--- src/wdt_pkg.sv ---
// Package: constants and carriers for the watchdog with stop-mode control.
// Assumes a single 20 MHz system clock and a synchronous active-high reset.
package wdt_pkg;

  // ****************************************
  // Timing
  // ****************************************
  localparam int unsigned CLK_HZ          = 20_000_000;
  localparam int unsigned LOW_WIDTH       = 8;
  localparam int unsigned HIGH_WIDTH      = 8;
  localparam logic [7:0]  LOW_INIT        = 8'hFF;
  localparam logic [7:0]  HIGH_INIT       = 8'hFF;
  localparam int unsigned STAB_COUNTS     = 512;
  localparam int unsigned STAB_WIDTH      = 10;
  localparam int unsigned SERVICE_MAX_US  = 65536;
  localparam int unsigned CTRL_SEL_BIT    = 7;
  localparam logic [7:0]  CTRL_RESET      = 8'h00;

  // ****************************************
  // Types
  // ****************************************
  typedef enum logic [1:0] {
    RUN,
    STOPPED,
    STABILIZE
  } pwr_state_e;

  typedef struct packed {
    logic       wr;
    logic [7:0] data;
  } ctrl_wr_s;

  typedef struct packed {
    logic core_halt;
    logic periph_halt;
    logic osc_stop;
    logic clk_hold_high;
  } pwr_ctl_s;

endpackage : wdt_pkg

--- src/wdt_stage.sv ---
// Module: one reloadable down-counting watchdog stage.
// Assumes tick comes from logic on the same clock.
`timescale 1ns/100ps
module wdt_stage #(
  parameter int unsigned     WIDTH = 8,
  parameter logic [WIDTH-1:0] INIT = '1
) (
  input  wire logic clk,
  input  wire logic reset,
  input  wire logic reload,
  input  wire logic tick,
  output logic      underflow
);

  logic [WIDTH-1:0] count_ff;
  logic [WIDTH-1:0] nxt_count;
  logic             nxt_underflow;
  logic             underflow_ff;

  // ****************************************
  // Counter
  // ****************************************
  always_comb begin
    nxt_count     = count_ff;
    nxt_underflow = 1'b0;
    if (reload) begin
      nxt_count = INIT;
    end else if (tick) begin
      if (count_ff == '0) begin
        nxt_count     = INIT;
        nxt_underflow = 1'b1;
      end else begin
        nxt_count = count_ff - 1'b1;
      end
    end
  end

  always_ff @(posedge clk) begin
    if (reset) begin
      count_ff     <= INIT;
      underflow_ff <= 1'b0;
    end else begin
      count_ff     <= nxt_count;
      underflow_ff <= nxt_underflow;
    end
  end

  assign underflow = underflow_ff;

endmodule : wdt_stage

--- src/wdt_stop.sv ---
// Module: two-stage watchdog, stop-instruction control and stop release.
// Assumes the core reports control writes and stop execution as one-cycle
// pulses on clk; wake interrupt arrives already enabled and synchronised.
`timescale 1ns/100ps

// Notes on behaviour
// - With control bit 7 clear the high stage counts each low-stage underflow.
// - A high-stage underflow raises the chip reset output.
// - The watchdog keeps counting during the stabilisation wait after stop release.
// - Once set, the stop-disable bit cannot be cleared by software until reset.
// - Executing stop halts both oscillators and holds the internal clock high.
// - In stop mode the core halts and peripherals are suspended.
// - Stop mode ends on reset or on an enabled interrupt request.
// - With the stabilisation select bit clear, wait 512 source counts after release.
module wdt_stop (
  input  wire logic              clk,
  input  wire logic              reset,
  input  wire wdt_pkg::ctrl_wr_s ctrl_wr,
  input  wire logic              stop_disable_wr,
  input  wire logic              stop_disable_data,
  input  wire logic              stop_instruction,
  input  wire logic              wake_irq,
  input  wire logic              stab_sel,
  input  wire logic              count_src,
  output logic                   chip_reset,
  output logic                   stop_disabled,
  output wdt_pkg::pwr_ctl_s      pwr_ctl,
  output logic [7:0]             ctrl_value
);

  // ****************************************
  // State
  // ****************************************
  wdt_pkg::pwr_state_e                 state_ff;
  wdt_pkg::pwr_state_e                 nxt_state;
  logic [wdt_pkg::STAB_WIDTH-1:0]      stab_ff;
  logic [wdt_pkg::STAB_WIDTH-1:0]      nxt_stab;
  logic                                dis_ff;
  logic                                nxt_dis;
  logic [7:0]                          ctrl_ff;
  logic [7:0]                          nxt_ctrl;
  logic                                rst_ff;
  logic                                nxt_rst;
  logic                                low_uf;
  logic                                high_uf;
  logic                                high_tick;
  logic                                wdt_run;

  localparam logic [wdt_pkg::STAB_WIDTH-1:0] STAB_LAST =
    wdt_pkg::STAB_WIDTH'(wdt_pkg::STAB_COUNTS - 1);

  // ****************************************
  // Watchdog stages
  // ****************************************
  assign wdt_run   = (state_ff != wdt_pkg::STOPPED);
  assign high_tick = ctrl_ff[wdt_pkg::CTRL_SEL_BIT] ? (wdt_run & count_src)
                                                    : low_uf;

  wdt_stage #(
    .WIDTH (wdt_pkg::LOW_WIDTH),
    .INIT  (wdt_pkg::LOW_INIT)
  ) u_low (
    .clk       (clk),
    .reset     (reset),
    .reload    (ctrl_wr.wr),
    .tick      (wdt_run & count_src),
    .underflow (low_uf)
  );

  wdt_stage #(
    .WIDTH (wdt_pkg::HIGH_WIDTH),
    .INIT  (wdt_pkg::HIGH_INIT)
  ) u_high (
    .clk       (clk),
    .reset     (reset),
    .reload    (ctrl_wr.wr),
    .tick      (high_tick),
    .underflow (high_uf)
  );

  // ****************************************
  // Control and stop logic
  // ****************************************
  always_comb begin
    nxt_state = state_ff;
    nxt_stab  = stab_ff;
    nxt_ctrl  = ctrl_ff;
    nxt_dis   = dis_ff;
    nxt_rst   = high_uf;
    if (ctrl_wr.wr) begin
      nxt_ctrl = ctrl_wr.data;
    end
    if (stop_disable_wr) begin
      nxt_dis = dis_ff | stop_disable_data;
    end
    case (state_ff)
      wdt_pkg::RUN: begin
        if (stop_instruction && !dis_ff) begin
          nxt_state = wdt_pkg::STOPPED;
        end
      end
      wdt_pkg::STOPPED: begin
        if (wake_irq) begin
          nxt_state = wdt_pkg::STABILIZE;
          nxt_stab  = '0;
        end
      end
      wdt_pkg::STABILIZE: begin
        if (stab_sel) begin
          nxt_state = wdt_pkg::RUN;
        end else if (count_src) begin
          if (stab_ff == STAB_LAST) begin
            nxt_state = wdt_pkg::RUN;
          end else begin
            nxt_stab = stab_ff + 1'b1;
          end
        end
      end
      default: begin
        nxt_state = wdt_pkg::RUN;
      end
    endcase
  end

  always_ff @(posedge clk) begin
    if (reset) begin
      state_ff <= wdt_pkg::RUN;
      stab_ff  <= '0;
      ctrl_ff  <= wdt_pkg::CTRL_RESET;
      dis_ff   <= 1'b0;
      rst_ff   <= 1'b0;
    end else begin
      state_ff <= nxt_state;
      stab_ff  <= nxt_stab;
      ctrl_ff  <= nxt_ctrl;
      dis_ff   <= nxt_dis;
      rst_ff   <= nxt_rst;
    end
  end

  // ****************************************
  // Outputs
  // ****************************************
  assign chip_reset            = rst_ff;
  assign stop_disabled         = dis_ff;
  assign ctrl_value            = ctrl_ff;
  assign pwr_ctl.osc_stop      = (state_ff == wdt_pkg::STOPPED);
  assign pwr_ctl.clk_hold_high = (state_ff != wdt_pkg::RUN);
  assign pwr_ctl.core_halt     = (state_ff != wdt_pkg::RUN);
  assign pwr_ctl.periph_halt   = (state_ff == wdt_pkg::STOPPED);

endmodule : wdt_stop

--- config.mk ---
export PLATFORM = sky130hd
export DESIGN_NAME = wdt_stop
export DESIGN_NICKNAME = d
export VERILOG_FILES = /design/src/wdt_pkg.sv /design/src/wdt_stage.sv /design/src/wdt_stop.sv
export SDC_FILE = /design/constraint.sdc
export NUM_CORES = 1
export LEC_CHECK = 0
export BUFFER_PORTS_ARGS = -buffer_cell sky130_fd_sc_hd__buf_2
export CAP_MARGIN = 20
export CORE_ASPECT_RATIO = 0.5
export CORE_MARGIN = 1
export CORE_UTILIZATION = 40
export CTS_CLUSTER_SIZE = 30
export DETAILED_ROUTE_END_ITERATION = 10
export PLACE_DENSITY = 0.62
export RECOVER_POWER = 25
export SETUP_SLACK_MARGIN = 0.2
export SYNTH_ARGS = -nofsm -noshare
export SYNTH_HDL_FRONTEND = slang
export SYNTH_SLANG_ARGS = --single-unit
--- constraint.sdc ---
create_clock -name clk -period 4.5 [get_ports clk]
set_input_delay 0.9 -clock clk [delete_from_list [all_inputs] [get_ports clk]]
set_output_delay 0.9 -clock clk [all_outputs]
set_load 0.01 [all_outputs]
# Word-level counts from Yosys, hierarchy flattened
# Index checks and enable logic that the tools add are counted.
# word_totals
ff_bits	40
inputBits	17
out_inout_bits	14
word_cells	55
# classes
addsub	3
n_eq_ne	11
muxes	16
bitwise	4
n_reduce_logical	12
# op_table
op	n
2-to-1 mux 10 bit	4
one-hot mux 10 bit (2 select lines)	1
logical NOT 8 bit	2
2-to-1 mux 8 bit	2
subtractor 8 x 1 -> 8 bit, second input constant	2
adder 10 x 1 -> 10 bit, second input constant	1
equality test 10 x 9 -> 1 bit, second input constant	1
2-to-1 mux 2 bit	5
!= test 2 bit, second input constant	5
!= test 3 bit, second input constant	2
one-hot mux 2 bit (3 select lines)	1
OR reduction 3 bit	2
AND reduction 5 bit	1
AND reduction 4 bit	1
nonzero test 2 bit	2
2-to-1 mux 1 bit	3
equality test 2 x 1 -> 1 bit, second input constant	1
equality test 2 bit, second input constant	1
logical NOT 2 bit	1
!= test 2 x 1 -> 1 bit, second input constant	1
inverter 1 bit	2
OR reduction 2 bit	1
AND 1 bit	1
logical AND 1 bit	1
other kinds (2)	2

# Depth between registers and ports, before layout
# logic_depth
word_depth	5
mapped_depth	7
ltp_nobuf	6

# By module
# A second synthesis with hierarchy kept.
# hier_totals
hier_cells	213
area_unflattened_um2	1965.6
# by_module_without_submodules
module	instances	cells_per_inst	area_per_inst_um2	seq_area_each_um2
wdt_stop	1	119	1072.3	440.4
wdt_stage	2	47	446.7	180.2

# Least setup slack after synthesis
# OpenSTA, ideal clock, no wires.
# synth_timing
kind	input -> register
startpoint	input count_src
endpoint	register u_high.count_ff[3]
setup_ns	0.068
t_arrival_ns	1.913
t_required_ns	4.432
setup_slack_ns	2.520
stages	5
path_buffers	1
path_cell_list	inv_1 > o31a_1 > buf_2 > or4_1 > nand3_1
# synth_between
elab_chain_cells	2
# synth_rtl
item	line	rtl
from (decl)	wdt_stop.sv:24	input wire logic count_src,
AND 1 bit	wdt_stop.sv:56	assign high_tick = ctrl_ff[wdt_pkg::CTRL_SEL_BIT] ? (wdt_run & count_src)
2-to-1 mux 1 bit	wdt_stop.sv:56	
to (signal assigned)	wdt_stage.sv:43	count_ff <= nxt_count;
to (decl)	wdt_stage.sv:15	logic [WIDTH-1:0] count_ff;
# No other way between the ends.
# A chain may end at the register's enable or synchronous reset.

# Final worst setup path
# layout_timing
startpoint	input reset
endpoint	register u_high.count_ff[7]
# layout_between
elab_chain_cells	1
# layout_rtl
item	line	rtl
from (decl)	wdt_stop.sv:17	input wire logic reset,
OR reduction 2 bit (no line)	--	
# No other way between the ends.

==> results.yml <==
status:
  status: "completed"
synth:
  synth_compound_area_share_pct: 16.1
  ys_seq_elements: 40
  synth.distinct_cells: 50
  synth_top_area_share_pct: 42.0
  yosys.area.top_type: "dfxtp_1"
  synth-xor-area-share_pct: 1.38
  synth_seq_area_share_pct: 42.0
  synthArstFlopShare_pct: 0
  synth_fa_ha_area_share_pct: 3.28
  synth.most_common_cell: "dfxtp_1"
  synth_cells: 209
  synth_fp_nets: 231
  yosys-top-cells-count: "40 x dfxtp_1, 18 x nor2_1, 14 x nand2_1, 14 x nand3_1"
  yosys.area_share.simple_pct: 28.3
  syn_area_um2: 1910
  yosys_warnings: 0
  synth_ff_type: "dfxtp_1"
  muxShareOfSynthArea_pct: 4.20
  synthTopCellsByArea: "dfxtp_1 42%, mux2i_1 4.2%, nand3_1 3.7%"
  synth_top_family_by_area: "simple AND/OR/NAND/NOR gates"
  synth_edf_count: 0
  avgSynthCellArea_um2: 9.13
clock_tree:
  cts_resized: 0
  cts_tree: "yes"
  cts_max_path_buffers: 2
  clkLatencyLatePin_ns: 0.31
  cts_setup_buffers: 0
  htreeDepth: 2
  clk_pin_slew_ns: 0.08
  cts_made_buffers: 5
  cts.sinks: 40
  cts_root_buf: "clkbuf_8"
  cts_hold_buffers: 0
finish:
  seq_area_um2: 801
  nets: 259
  antennaDiodeCount: 0
  stdcell_area_um2: 2200
  multi_input_area_um2: 1020
  drive_above_1_share_pct: 23.1
  n_fill_cell: 436
  area_growth_syn_to_layout_pct: 15.3
min_path:
  min_path_cells: 1
  worst_hold_path_type: "reg2reg"
  hp-start: "u_high.underflow$_SDFF_PP0_"
  min_to: "chip_reset$_SDFF_PP0_"
worst_setup_path:
  crit_slowest_cell: "a311oi_1"
  cp-end-kind: "flip-flop"
  startpoint: "reset"
  arrival_ns: 2.40
  path_buf_inv: 1
  worstReg2RegStart: "stab_ff[0]$_SDFFE_PP0P_"
  r2r_cells: 5
  path_class: "in2reg"
  slowest_delay_ns: 0.90
  required_ns: 4.64
  r2r_setup_slack_ns: 2.44
  worstPathMaxFanout: 27
  critPathLaunchType: "input pin"
  path_cells: "clkbuf_1, a311oi_1, nand3_1"
  crit-reg2reg-capture: "stab_ff[2]$_SDFFE_PP0P_"
  cpLargestDelayFamily: "compound AO/OA/AOI/OAI gates"
sta:
  min_period_ns: 2.25
  maxSlewViolCount: 0
  fin_ws_ns: 2.25
  rsz0062_at_grt: "false"
  tightest_slew_ns: 1.14
  period_share_pct: 50.0
  fin_hold_ws_ns: 0.458
  max-slew-margin-rel_pct: 24.1
  hold_viol: 0
  fmax_mhz: 444
  setup_violations: 0
  fin_skew_ns: 0.00440
  fin_tns_setup_ns: 0
placement:
  dp_hpwl_mm: 2.81
  gp_congestion: 0.756
  dpl_cell_area_um2: 2090
  io_buffer_count: 30
  dpl_worst_slack_ns: 2.15
routing:
  wl_per_cell_um: 12.8
  route.detailed.drc: 0
  drt-pass1-iter-count: 4
  ant_nets: 0
  drt_wl_total_mm: 3.90
  detail_route.iter0.violations: 50
  via_per_inst: 5.31
  vias: 1613
run:
  max_cap_viol_count: 0
grt:
  grt-ovfl-total: 0
  antenna_found_initial: 0
  grt_pass1_vias: 1456
  grt_pass1_wl_mm: 6.59
  grt_max_degree: 28
  grt.total_usage_pct: 17.0
power:
  power.density_nw_per_um2: 333
  power_uw: 731
  p_leak_uw: 0.000837
  ir_worst_vdd_mv: 0.134
die:
  die_h_um: 50.8
  rows: 17
  design.core.area_um2: 4490
  die_x_um: 99.7
  initial_core_util_pct: 42.5
  die_area_um2: 5070
  io_pins: 31
-- final cells by class --
class	instances	area share, %
clock buffer	5	3.13
clock inverter	3	2.10
inverter	10	1.71
multi-input combinational	150	46.2
sequential	40	36.4
tap	66	3.75
timing repair buffer	30	6.71
-- cells by family (layout without fill, tap and decap cells) --
logic type      count (synthesis)  in the layout
simple gates                   92             92
fa+ha+maj                       5              5
mux                             8              8
flops                          40             40
compound gates                 42             42
buf+inv                        19             48
xor+xnor                        3              3
-- registers in the layout, indices dropped and copies added (netlist names) --
register and flops:
chip_reset 1, u_low.underflow 1, u_low.count_ff 8, stab_ff 10, u_high.underflow 1, stop_disabled 1, ctrl_value 8, state_ff 2
u_high.count_ff 8
-- worst max path at each step --
stage	end	slack (ns)	cells past startpoint
after CTS	pwr_ctl[1]	2.37	3
final	u_high.count_ff[7]$_SDFFE_PP1P_	2.25	3
after global routing	u_high.count_ff[3]$_SDFFE_PP1P_	2.02	3
after floorplan	u_high.count_ff[3]$_SDFFE_PP1P_	2.52	5
after detailed placement	u_high.count_ff[3]$_SDFFE_PP1P_	2.15	5
after global placement	u_high.count_ff[5]$_SDFFE_PP1P_	2.22	5
-- power breakdown --
group          switching [µW]  internal (µW)
clock network             141            167
registers                5.21            361
logic                    34.0           23.3
-- per-stage QoR --
stage | util, % | instances
2_1_floorplan | - | 209
3_3_place_gp | 46.5 | 296
3_5_place_dp | 46.5 | 296
4_1_cts | 49.1 | 304
5_1_grt | 49.0 | 304
6_report | 49.0 | 304
-- metal layers --
layer	GRT usage, %	part of all wire, %	wire length (µm)	vias up
met4	8.82	2.0	78	0
met2	27.2	44	1730	22
met1	21.2	51	1980	747
met5	0	0	0	-
li1	-	-	-	837
met3	4.65	2.9	112	7
-- cells in the final DEF (no fill, tap or decap), types with 2 or more instances in the layout --
cell type,Yosys,routed
dfxtp_1,40,40
buf_2,1,28
nor2_1,18,18
nand2_1,14,14
nand3_1,14,14
inv_1,10,10
o21ai_0,10,10
a21oi_1,8,8
mux2i_1,8,8
a311oi_1,7,7
nand3_2,5,5
ha_1,5,5
clkbuf_8,0,5
nand2b_1,4,4
o31ai_1,4,4
nand4_1,4,4
nor2b_1,3,3
nor3_1,3,3
or4_1,3,3
or3_1,3,3
or4_4,2,2
or3b_2,2,2
nand4b_1,2,2
or3_2,2,2
o31a_1,2,2
o41ai_1,2,2
nand2_2,2,2
xnor2_1,2,2
a41oi_1,2,2
clkbuf_1,4,2
Power figures use the tool's default switching activity.
